[src/hw/pcid_pkg.sv]
// package: constants for the pulse counter input decoder
package pcid_pkg;
  // apb register byte offsets
  localparam logic [7:0] CTRL_OFS    = 8'h00;
  localparam logic [7:0] OFFSET_OFS  = 8'h04;
  localparam logic [7:0] PRESET1_OFS = 8'h08;
  localparam logic [7:0] PRESET2_OFS = 8'h0c;
  localparam logic [7:0] COUNT_OFS   = 8'h10;
  localparam logic [7:0] STAT_OFS    = 8'h14;
  localparam logic [7:0] IRQ_ST_OFS  = 8'h18;
  localparam logic [7:0] IRQ_EN_OFS  = 8'h1c;
  localparam logic [7:0] IRQ_CLR_OFS = 8'h20;
  localparam logic [7:0] LOAD_OFS    = 8'h24;
  // control field positions
  localparam int CODE_LSB  = 0;
  localparam int SPEED_BIT = 4;
  localparam int SENS_BIT  = 5;
  // status / irq bit positions
  localparam int EV_WRAP  = 0;
  localparam int EV_SP1   = 1;
  localparam int EV_SP2   = 2;
  localparam int EV_NUM   = 3;
  // counter limits
  localparam logic [19:0] CNT_MAX  = 20'hf423f;
  localparam logic [19:0] CNT_ZERO = 20'h00000;
  // slow mode filter time
  localparam int SLOW_FILT_US = 5000;
  localparam int CLK_MHZ      = 250;
  localparam int SLOW_FILT_CYC = SLOW_FILT_US * CLK_MHZ;
  // direction / function codes
  localparam logic [3:0] C_HOLD_DN = 4'h0;
  localparam logic [3:0] C_HOLD_UP = 4'h1;
  localparam logic [3:0] C_SS_DN   = 4'h4;
  localparam logic [3:0] C_SA_UP   = 4'h5;
  localparam logic [3:0] C_AS_DN   = 4'h6;
  localparam logic [3:0] C_AA_UP   = 4'h7;
  localparam logic [3:0] C_SEL_DN  = 4'h8;
  localparam logic [3:0] C_SEL_UP  = 4'h9;
  localparam logic [3:0] C_QD_DN   = 4'hc;
  localparam logic [3:0] C_QD_UP   = 4'hd;
  localparam logic [3:0] C_Q2_DN   = 4'he;
  localparam logic [3:0] C_Q2_UP   = 4'hf;
endpackage

[src/hw/pcid_top.sv]
// top: input decoder, six-digit main counter and apb registers
`timescale 1ns/100ps
// Operation
// - slow mode filters inputs, limits pulse rate
// - fast mode accepts pulses without filtering
// - codes 0,1: secondary holds, primary sub/add
// - codes 4-7: secondary sub/add, primary sub/add
// - codes 8,9: secondary level selects direction
// - codes 12,13: quadrature, always fast
// - codes 14,15: double quadrature, always fast
// - rising edges, primary falls in fast
// - npn or contact sensors invert input levels
// - up: start at offset, presets fire
// - down: start at preset two, fire at offset
// - totalizer always counts upward
// - decrement at zero loads max, toggles wrap
// - increment past max after wrap clears flag
// - increment at max loads zero, toggles wrap
// - wrap flag suppresses preset comparisons
module pcid_top #(
  parameter int FILT_CYC = pcid_pkg::SLOW_FILT_CYC
) (
  input  wire logic        pclk,
  input  wire logic        presetn,
  input  wire logic        psel,
  input  wire logic        penable,
  input  wire logic        pwrite,
  input  wire logic [7:0]  paddr,
  input  wire logic [31:0] pwdata,
  output logic      [31:0] prdata,
  output logic             pready,
  output logic             pslverr,
  input  wire logic        primary_pulse_in,
  input  wire logic        secondary_pulse_in,
  output logic      [19:0] count_out,
  output logic      [31:0] total_out,
  output logic             wrap_flag,
  output logic             preset1_hit,
  output logic             preset2_hit,
  output logic             irq
);
  typedef enum logic [1:0] {
    PCID_IDLE   = 2'b01,
    PCID_ACCESS = 2'b10
  } pcid_bus_t;

  // registers
  logic [5:0]  ctrl_q;
  logic [19:0] offset_q;
  logic [19:0] preset1_q;
  logic [19:0] second_preset;
  logic [19:0] cnt_q;
  logic [31:0] tot_q;
  logic        wrap_q;
  logic [2:0]  ist_q;
  logic [2:0]  ien_q;
  logic        p1_q;
  logic        p2_q;
  logic [31:0] prdata_q;
  pcid_bus_t   bus_q;

  logic [3:0] code;
  logic       speed_select;
  logic       sensor_type_select;
  assign code               = ctrl_q[pcid_pkg::CODE_LSB +: 4];
  assign speed_select       = ctrl_q[pcid_pkg::SPEED_BIT];
  assign sensor_type_select = ctrl_q[pcid_pkg::SENS_BIT];

  // apb decode: single-cycle access phase, zero wait states
  logic wr_en;
  logic rd_en;
  logic load_req;
  assign wr_en    = psel & penable & pwrite;
  assign rd_en    = psel & ~penable & ~pwrite;
  assign pready   = 1'b1;
  assign load_req = wr_en && paddr == pcid_pkg::LOAD_OFS;

  function automatic logic mapped(input logic [7:0] a);
    mapped = (a <= pcid_pkg::LOAD_OFS) && (a[1:0] == 2'b00);
  endfunction
  assign pslverr = psel & penable & ~mapped(paddr);

  // bus phase tracker, mainly documents the setup/access split
  always_ff @(posedge pclk or negedge presetn) begin
    if (!presetn) begin
      bus_q <= PCID_IDLE;
    end else begin
      unique case (bus_q)
        PCID_IDLE:   bus_q <= (psel & ~penable) ? PCID_ACCESS : PCID_IDLE;
        PCID_ACCESS: bus_q <= PCID_IDLE;
        default:     bus_q <= PCID_IDLE;
      endcase
    end
  end

  // configuration writes
  always_ff @(posedge pclk or negedge presetn) begin
    if (!presetn) begin
      ctrl_q        <= 6'h01;
      offset_q      <= 20'h00000;
      preset1_q     <= 20'h00000;
      second_preset <= 20'h00000;
      ien_q         <= 3'h0;
    end else if (wr_en) begin
      unique case (paddr)
        pcid_pkg::CTRL_OFS:    ctrl_q        <= pwdata[5:0];
        pcid_pkg::OFFSET_OFS:  offset_q      <= pwdata[19:0];
        pcid_pkg::PRESET1_OFS: preset1_q     <= pwdata[19:0];
        pcid_pkg::PRESET2_OFS: second_preset <= pwdata[19:0];
        pcid_pkg::IRQ_EN_OFS:  ien_q         <= pwdata[2:0];
        default: ;
      endcase
    end
  end

  // read data registered in setup, valid in access phase
  always_ff @(posedge pclk or negedge presetn) begin
    if (!presetn) begin
      prdata_q <= 32'h00000000;
    end else if (rd_en) begin
      unique case (paddr)
        pcid_pkg::CTRL_OFS:    prdata_q <= {26'h0, ctrl_q};
        pcid_pkg::OFFSET_OFS:  prdata_q <= {12'h0, offset_q};
        pcid_pkg::PRESET1_OFS: prdata_q <= {12'h0, preset1_q};
        pcid_pkg::PRESET2_OFS: prdata_q <= {12'h0, second_preset};
        pcid_pkg::COUNT_OFS:   prdata_q <= {12'h0, cnt_q};
        pcid_pkg::STAT_OFS:    prdata_q <= {29'h0, p2_q, p1_q, wrap_q};
        pcid_pkg::IRQ_ST_OFS:  prdata_q <= {29'h0, ist_q};
        pcid_pkg::IRQ_EN_OFS:  prdata_q <= {29'h0, ien_q};
        default:               prdata_q <= 32'h00000000;
      endcase
    end
  end
  assign prdata = prdata_q;

  logic [2:0] s1_q;
  logic [2:0] s2_q;
  always_ff @(posedge pclk or negedge presetn) begin
    if (!presetn) begin
      s1_q <= 3'h0;
      s2_q <= 3'h0;
    end else begin
      s1_q <= {s1_q[1:0], primary_pulse_in};
      s2_q <= {s2_q[1:0], secondary_pulse_in};
    end
  end

  // stable levels change only when stages two and three agree
  logic a_lvl_q;
  logic b_lvl_q;
  always_ff @(posedge pclk or negedge presetn) begin
    if (!presetn) begin
      a_lvl_q <= 1'b0;
      b_lvl_q <= 1'b0;
    end else begin
      if (s1_q[1] == s1_q[2]) a_lvl_q <= s1_q[2];
      if (s2_q[1] == s2_q[2]) b_lvl_q <= s2_q[2];
    end
  end

  logic a_raw;
  logic b_raw;
  assign a_raw = a_lvl_q ^ sensor_type_select;
  assign b_raw = b_lvl_q ^ sensor_type_select;

  logic is_quad;
  logic slow;
  assign is_quad = code[3] & code[2];
  assign slow    = ~speed_select & ~is_quad;

  // slow filter: level must hold FILT_CYC cycles
  logic [31:0] fa_cnt_q;
  logic [31:0] fb_cnt_q;
  logic        a_f_q;
  logic        b_f_q;
  always_ff @(posedge pclk or negedge presetn) begin
    if (!presetn) begin
      fa_cnt_q <= 32'h0;
      fb_cnt_q <= 32'h0;
      a_f_q    <= 1'b0;
      b_f_q    <= 1'b0;
    end else begin
      if (!slow || a_raw == a_f_q) begin
        fa_cnt_q <= 32'h0;
        if (!slow) a_f_q <= a_raw;
      end else if (fa_cnt_q >= 32'(FILT_CYC - 1)) begin
        a_f_q    <= a_raw;
        fa_cnt_q <= 32'h0;
      end else begin
        fa_cnt_q <= fa_cnt_q + 32'h1;
      end
      if (!slow || b_raw == b_f_q) begin
        fb_cnt_q <= 32'h0;
        if (!slow) b_f_q <= b_raw;
      end else if (fb_cnt_q >= 32'(FILT_CYC - 1)) begin
        b_f_q    <= b_raw;
        fb_cnt_q <= 32'h0;
      end else begin
        fb_cnt_q <= fb_cnt_q + 32'h1;
      end
    end
  end

  // edge detect on filtered levels
  logic a_d_q;
  logic b_d_q;
  always_ff @(posedge pclk or negedge presetn) begin
    if (!presetn) begin
      a_d_q <= 1'b0;
      b_d_q <= 1'b0;
    end else begin
      a_d_q <= a_f_q;
      b_d_q <= b_f_q;
    end
  end
  logic a_rise;
  logic a_fall;
  logic b_rise;
  logic b_fall;
  assign a_rise = a_f_q & ~a_d_q;
  assign a_fall = ~a_f_q & a_d_q;
  assign b_rise = b_f_q & ~b_d_q;
  assign b_fall = ~b_f_q & b_d_q;

  // primary uses falling edge only in fast mode
  logic a_ev;
  assign a_ev = speed_select ? a_fall : a_rise;

  // decode into one increment and one decrement request
  logic inc;
  logic dec;
  always_comb begin
    inc = 1'b0;
    dec = 1'b0;
    unique case (code)
      pcid_pkg::C_HOLD_DN: dec = a_ev & ~b_f_q;
      pcid_pkg::C_HOLD_UP: inc = a_ev & ~b_f_q;
      // both inputs count; simultaneous pulses cancel
      pcid_pkg::C_SS_DN,
      pcid_pkg::C_SA_UP,
      pcid_pkg::C_AS_DN,
      pcid_pkg::C_AA_UP: begin
        inc = (code[0] & a_ev) ^ (code[1] & b_rise);
        dec = (~code[0] & a_ev) ^ (~code[1] & b_rise);
        if (inc & dec) begin
          inc = 1'b0;
          dec = 1'b0;
        end
      end
      pcid_pkg::C_SEL_DN: begin
        inc = a_ev & b_f_q;
        dec = a_ev & ~b_f_q;
      end
      pcid_pkg::C_SEL_UP: begin
        inc = a_ev & ~b_f_q;
        dec = a_ev & b_f_q;
      end
      // quadrature: count on primary rise, b gives sense
      pcid_pkg::C_QD_DN,
      pcid_pkg::C_QD_UP: begin
        inc = a_rise & ~b_f_q;
        dec = a_rise & b_f_q;
      end
      pcid_pkg::C_Q2_DN,
      pcid_pkg::C_Q2_UP: begin
        inc = (a_rise & ~b_f_q) | (a_fall & b_f_q);
        dec = (a_rise & b_f_q) | (a_fall & ~b_f_q);
      end
      default: ;
    endcase
  end

  logic dir_up;
  assign dir_up = code[0];

  // main counter; load restarts from offset or second preset
  always_ff @(posedge pclk or negedge presetn) begin
    if (!presetn) begin
      cnt_q  <= 20'h00000;
      wrap_q <= 1'b0;
    end else if (load_req) begin
      cnt_q  <= dir_up ? offset_q : second_preset;
      wrap_q <= 1'b0;
    end else if (inc) begin
      if (cnt_q == pcid_pkg::CNT_MAX) begin
        cnt_q  <= pcid_pkg::CNT_ZERO;
        wrap_q <= ~wrap_q;
      end else begin
        cnt_q <= cnt_q + 20'h1;
      end
    end else if (dec) begin
      if (cnt_q == pcid_pkg::CNT_ZERO) begin
        cnt_q  <= pcid_pkg::CNT_MAX;
        wrap_q <= ~wrap_q;
      end else begin
        cnt_q <= cnt_q - 20'h1;
      end
    end
  end

  // totalizer counts every accepted pulse upward
  always_ff @(posedge pclk or negedge presetn) begin
    if (!presetn) begin
      tot_q <= 32'h0;
    end else if (inc | dec) begin
      tot_q <= tot_q + 32'h1;
    end
  end

  logic sp1_now;
  logic sp2_now;
  assign sp1_now = ~wrap_q & (cnt_q == preset1_q);
  assign sp2_now = ~wrap_q &
                   (dir_up ? cnt_q == second_preset : cnt_q == offset_q);
  always_ff @(posedge pclk or negedge presetn) begin
    if (!presetn) begin
      p1_q <= 1'b0;
      p2_q <= 1'b0;
    end else begin
      p1_q <= sp1_now;
      p2_q <= sp2_now;
    end
  end

  // sticky events; a set in the clear cycle wins
  logic [2:0] ev;
  logic [2:0] clr;
  logic       wrap_d_q;
  always_ff @(posedge pclk or negedge presetn) begin
    if (!presetn) wrap_d_q <= 1'b0;
    else          wrap_d_q <= wrap_q;
  end
  assign ev  = {sp2_now & ~p2_q, sp1_now & ~p1_q, wrap_q & ~wrap_d_q};
  assign clr = (wr_en && paddr == pcid_pkg::IRQ_CLR_OFS) ? pwdata[2:0]
                                                          : 3'h0;
  always_ff @(posedge pclk or negedge presetn) begin
    if (!presetn) ist_q <= 3'h0;
    else          ist_q <= (ist_q & ~clr) | ev;
  end

  assign irq         = |(ist_q & ien_q);
  assign count_out   = cnt_q;
  assign total_out   = tot_q;
  assign wrap_flag   = wrap_q;
  assign preset1_hit = p1_q;
  assign preset2_hit = p2_q;

  // zero plus decrement gives max next cycle
  AST_UNDERFLOW: assert property (@(posedge pclk) disable iff (!presetn)
    (!load_req && dec && !inc && cnt_q == pcid_pkg::CNT_ZERO)
      |=> (cnt_q == pcid_pkg::CNT_MAX && wrap_q != $past(wrap_q)))
    else $error("underflow did not wrap");
  AST_OVERFLOW: assert property (@(posedge pclk) disable iff (!presetn)
    (!load_req && inc && cnt_q == pcid_pkg::CNT_MAX)
      |=> (cnt_q == pcid_pkg::CNT_ZERO && wrap_q != $past(wrap_q)))
    else $error("overflow did not wrap");
  AST_WRAP_MUTE: assert property (@(posedge pclk) disable iff (!presetn)
    $past(wrap_q) |-> !p1_q && !p2_q)
    else $error("preset hit while wrapped");
  AST_HOLD: assert property (@(posedge pclk) disable iff (!presetn)
    (code == pcid_pkg::C_HOLD_UP && b_f_q) |-> !inc && !dec)
    else $error("count during hold");
  AST_QUAD_FAST: assert property (@(posedge pclk) disable iff (!presetn)
    is_quad |=> a_f_q == $past(a_raw))
    else $error("quadrature filtered");
  // slow primary counts on rising edge
  AST_EDGE: assert property (@(posedge pclk) disable iff (!presetn)
    (code == pcid_pkg::C_AA_UP && !speed_select && a_fall && !b_rise)
      |-> !inc)
    else $error("counted on wrong edge");
  // totalizer rises by one per pulse
  AST_TOTAL: assert property (@(posedge pclk) disable iff (!presetn)
    (inc || dec) |=> tot_q == $past(tot_q) + 32'h1)
    else $error("totalizer not up");
  AST_SELECT: assert property (@(posedge pclk) disable iff (!presetn)
    (code == pcid_pkg::C_SEL_UP && a_ev && b_f_q) |-> dec && !inc)
    else $error("select direction wrong");
  // access phase only ever follows its own setup cycle
  AST_APB_PHASE: assert property (@(posedge pclk) disable iff (!presetn)
    (psel && penable) |-> bus_q == PCID_ACCESS)
    else $error("access without setup");
endmodule

[config.mk]
export PLATFORM = sky130hd
export DESIGN_NAME = pcid_top
export DESIGN_NICKNAME = d
export VERILOG_FILES = /design/src/hw/pcid_pkg.sv /design/src/hw/pcid_top.sv
export SDC_FILE = /design/constraint.sdc
export NUM_CORES = 1
export LEC_CHECK = 0
export BUFFER_PORTS_ARGS = -buffer_cell sky130_fd_sc_hd__buf_2
export CORE_MARGIN = 4
export CORE_UTILIZATION = 30
export CTS_CLUSTER_DIAMETER = 80
export DETAILED_ROUTE_END_ITERATION = 10
export PLACE_DENSITY_LB_ADDON = 0.1
export SKIP_CTS_REPAIR_TIMING = 1
export SLEW_MARGIN = 10
export SYNTH_ARGS = -nofsm -noshare
export SYNTH_HDL_FRONTEND = slang
export SYNTH_SLANG_ARGS = --single-unit
[constraint.sdc]
create_clock -name pclk -period 3.65 [get_ports pclk]
set_input_delay 0.1825 -clock pclk [delete_from_list [all_inputs] [get_ports pclk]]
set_output_delay 0.1825 -clock pclk [all_outputs]
set_load 0.03 [all_outputs]
# Yosys cells after proc, flatten, opt, wreduce, memory -nomap -nowiden
# Index checks and enable logic that the tools add are counted.
# word_totals
register_bits	236
out_inout_bits	90
inputBits	47
wordCells	171
# classes
n_mux	29
n_lt_le_gt_ge	3
bitwise_logic	52
n_eq_ne	31
addsub	5
reduce_logical	28
# op_table
cell	n
20-bit case mux with 8 select lines	1
32-bit two-way mux	4
20-bit two-way mux	6
32-bit by 1-bit adder with 32-bit output (second input constant)	3
32-bit by 21-bit greater-or-equal comparator with 1-bit output (second input constant)	2
20-bit equality test	3
8-bit by 5-bit equality test with 1-bit output (second input constant)	4
1-bit bitwise AND	26
4-bit equality test (second input constant)	6
20-bit by 1-bit adder with 20-bit output (second input constant)	1
20-bit equality test (second input constant)	1
20-bit zero test	1
20-bit by 1-bit subtractor with 20-bit output (second input constant)	1
4-bit by 3-bit equality test with 1-bit output (second input constant)	4
8-bit by 4-bit equality test with 1-bit output (second input constant)	2
8-bit by 6-bit equality test with 1-bit output (second input constant)	2
1-bit two-way mux	15
1-bit NOT	15
2-bit AND reduction	7
1-bit case mux with 5 select lines	2
8-bit by 3-bit equality test with 1-bit output (second input constant)	1
8-bit by 6-bit less-or-equal comparator with 1-bit output (second input constant)	1
8-bit zero test	1
2-bit OR reduction	4
20 further kinds	35

# Longest topological paths before layout
# depth
ltp_word	11
depth_mapped	10
mapped_depth_nobuf	9

# Worst setup path before layout
# No wires, ideal clock.
# synth_path
path_kind	register to register
startpoint	reg cnt_q[13], in the netlist count_out[13]
endpoint	reg cnt_q[18], in the netlist count_out[18]
synth_period_minus_slack_ps	2842
slack_ps	808
setup_ps	78
n_path_buf	2
stages_incl_launch_ff	10
arrival_ps	2764
required_ps	3572
path_cell_list	dfrtp_1 -> buf_6 -> or4_4 -> or4_1 -> buf_2 -> nor4_4 -> nor3_1 -> a2111oi_2 -> a211oi_1 -> o2bb2ai_1
# synth_via
elab_chain_cells	5
elab_cells_between_ends	9
classes_between	add/sub (2); eq/ne (1); mux (5); reduce/logical (1)
# synth_lines
element	line_no	text
start: declaration	pcid_top.sv:52	logic [19:0] cnt_q;
start signal: assignment	pcid_top.sv:282	cnt_q <= dir_up ? offset_q : second_preset;
start signal: assignment	pcid_top.sv:286	cnt_q <= pcid_pkg::CNT_ZERO;
start signal: assignment	pcid_top.sv:289	cnt_q <= cnt_q + 20'h1;
20-bit by 1-bit subtractor with 20-bit output or 20-bit zero test (tied branches)	pcid_top.sv:296, pcid_top.sv:292	
20-bit two-way mux	pcid_top.sv:292	if (cnt_q == pcid_pkg::CNT_ZERO) begin
20-bit two-way mux	pcid_top.sv:291	end else if (dec) begin
20-bit two-way mux (*)	pcid_top.sv:284	end else if (inc) begin
20-bit two-way mux (*)	pcid_top.sv:281	end else if (load_req) begin
# Mark *: on every way between the ends. The rest lies on a longest branch, timed or not. The select of a mux whose other input is x is not followed.
# A chain may end at the register's enable or synchronous reset.

# Worst setup path after layout
# layout_path
startpoint	reg a_f_q
endpoint	reg cnt_q[10], in the netlist count_out[10]
# layout_via
elab_chain_cells	10
elab_cells_between_ends	24
classes_between	mux (7); bitwise (16); reduce/logical (1)
# layout_lines
element	line_no	text
start: declaration	pcid_top.sv:174	logic a_f_q;
start signal: assignment	pcid_top.sv:185	if (!slow) a_f_q <= a_raw;
start signal: assignment	pcid_top.sv:187	a_f_q <= a_raw;
1-bit NOT	pcid_top.sv:221	assign a_fall = ~a_f_q & a_d_q;
1-bit bitwise AND	pcid_top.sv:221	
1-bit two-way mux	pcid_top.sv:227	assign a_ev = speed_select ? a_fall : a_rise;
1-bit bitwise AND (on tied branches)	pcid_top.sv:243, pcid_top.sv:244	
1-bit bitwise XOR (on tied branches)	pcid_top.sv:243, pcid_top.sv:244	
1-bit bitwise AND	pcid_top.sv:245	if (inc & dec) begin
1-bit two-way mux	pcid_top.sv:245	
1-bit case mux with 5 select lines	pcid_top.sv:235	unique case (code)
20-bit two-way mux	pcid_top.sv:284	
20-bit two-way mux	pcid_top.sv:281	
# Several ways; a longest one is shown, not always the timed one.

==> qor.yml <==
worst_setup_path:
  cp-start-kind: "flip-flop"
  cp_max_fo: 19
  rrSetupSlack_ps: 560
  crit_type: "flip-flop to flip-flop"
  end_kind: "flip-flop"
  r2r_cells: 9
  arrival_ps: 3510
  rr_startpoint: "a_f_q"
  r2r_end: "count_out[10]"
  cp.required_ps: 4070
power:
  p_comb_share_pct: 22.6
  p_leak_nw: 6.33
  total_power_mw: 7.70
  intPower_mw: 5.14
  irDropWorstVdd_mv: 0.299
  pwr-share-seq_pct: 38.4
  power.switching_mw: 2.56
  p_sw_share_pct: 33.2
  clockPowerShare_pct: 38.9
  power_per_cell_area_nw_per_um2: 544
placement:
  gp_congestion: 0.825
  io_buffers: 111
  hpwl_mm: 24.3
sta:
  rsz0062_at_grt: "no"
  fin_skew_ps: 22.8
  fin_crit_sh_pct: 84.6
  finalMaxSlewViolations: 0
  relSlewSlack_pct: 43.5
  final-setup-viol-count: 0
  worstMarginPinSlew_ps: 845
  setup_tns_ps: 0
  finalHoldViolCount: 0
  max_freq_mhz: 324
  timing.final.crit_period_ps: 3090
hold_path:
  min_path_type: "input port to flip-flop"
  hp-start: "paddr[4]"
  hold_depth: 3
  min_to: "prdata[0]"
flow_run:
  drv_cap: 0
synthesis:
  synth_cell_types: 76
  ys_ff_latch: 224
  syn_area_um2: 11700
  yosys_most_used_dff: "dfrtp_1"
  syn_avg_cell_area_um2: 10.5
  synthCells: 1109
  synthArstFlopShare_pct: 100
  synth_edf_count: 0
  yosysWarnings: 0
  yosysSeqAreaShare_pct: 48.0
global_route:
  antenna_found_initial: 0
  grt_pass1_wl_mm: 54.3
  gr-total-overflow: 0
  grt_pass1_vias: 9059
  grt_max_degree: 98
  grt_use_total_pct: 16.4
layout:
  layout-drive-gt1-share_pct: 22.5
  layout_common_cells: "dfrtp_1, buf_2, nor2_1, nand2_1, mux2_2"
  antenna_cells: 0
  fin_util_pct: 37.2
  nets: 1320
  syn_to_final_growth_pct: 21.2
  layout_commonest_cell: "dfrtp_1"
clocking:
  cts-root-buf: "clkbuf_16"
  cts_tree: "built"
  clock_latency_ps: 560
  path_clk_slew_ps: 60
  cts_max_path_buffers: 3
  clock-sinks: 224
  h-tree-depth: 1
  cts_buffers: 28
floorplan:
  dieArea_um2: 42100
  rows: 71
  ios: 137
  die_h_um: 205
  core_um2: 38000
  initial_utilization_pct: 30.7
  chipWidth_um: 205
detailed_routing:
  detail-route-antenna-nets: 0
  wl_per_cell_um: 19.4
  drc_errors: 0
  avgViaCountPerCell: 5.03
  first_pass_iters: 5
  vias: 9045
  drt_iter0_markers: 449
  postRouteWirelength_mm: 34.8
status:
  outcome: "finished clean"
Yosys cell counts, drive strengths merged (6+ instances only):
cell     count  area [um^2]
dfrtp      223         5580
nor2        92          345
nand2       84          315
mux2        78          878
xnor2       66          578
xor2        59          517
nand3       45          230
clkbuf      42          159
mux2i       38          380
o21ai       36          180
buf         33          221
and3        28          175
nor3        27          135
inv         24         90.1
nor4        24          165
a22o        20          175
nand4       19          119
a21oi       16         80.1
a221oi      15          131
a31oi        8         50.1
nor2b        7         43.8
o2bb2ai      7         61.3
a21o         6         45.0
ha           6         75.1
o22ai        6         37.5
critical path: stages (launching register included):
cell and delay, ps:
dfrtp_1 470, nand3b_1 160, o21ai_1 170, a32o_1 310
a222oi_1 350, buf_4 260, nand3_1 630, buf_4 410
o21ai_0 80, o221ai_1 120
worst max-delay path by stage:
stage,start,endpoint,slack (ps),cells after the start
after floorplan,count_out[13],count_out[18],810,9
after CTS,b_f_q,count_out[10],560,9
after global placement,b_f_q,count_out[10],600,9
after global routing,a_f_q,count_out[10],320,9
after detailed placement,b_f_q,count_out[10],580,9
final,a_f_q,count_out[10],560,9
flip-flops by register name, indices dropped and copies added, names as in the netlist, 6 cells and up:
signal,cells
fa_cnt_q,32
fb_cnt_q,32
total_out,32
count_out,20
offset_q,20
prdata,20
preset1_q,20
second_preset,20
ctrl_q,6
through the flow:
stage                     cell area [um^2]  setup slack (ps)  hold slack, ps  cells
final                                14100               564             106   1799
after global routing                 14100               322             128   1799
after CTS                            13900               565            -307   1776
after detailed placement             12900               577             292   1725
after global placement               12900               600             290   1725
after floorplan                      11800               808            -113   1142
cells by family after synthesis:
family / after synthesis / share of synthesized area [%]
buf+inv: 99 / 4.03
mux: 120 / 11.6
flops: 224 / 48.0
fa+ha+maj: 8 / 0.815
compound gates: 172 / 10.9
simple gates: 359 / 15.2
other cells: 2 / 0.0644
xor+xnor: 125 / 9.38
power groups by stage:
stage | Combinational [mW] | Clock [mW] | Sequential (mW)
floorplan | 1.10 | 0 | 3.02
global placement | 1.73 | 0 | 3.00
detailed placement | 1.73 | 0 | 3.01
CTS | 1.74 | 3.10 | 2.96
global route | 1.90 | 3.20 | 2.99
finish | 1.74 | 3.00 | 2.96
area by class of cell:
| cell class | instances | area (um^2) |
|---|---|---|
| multi-input combinational | 819 | 5720 |
| timing repair buffer | 170 | 1090 |
| tap | 511 | 639 |
| inverter | 24 | 90.1 |
| fill | 3884 | 23900 |
| clock buffer | 33 | 771 |
| clock inverter | 18 | 228 |
| sequential | 224 | 5610 |
layer usage:
metal,track usage (%),part of all wire [%],vias up
li1,-,-,4267
met1,23.1,46,4565
met2,26.6,48,170
met3,2.73,3.9,43
met4,3.73,2.0,0
met5,0,0,-
Note: power is estimated with default switching activity, not from simulation.
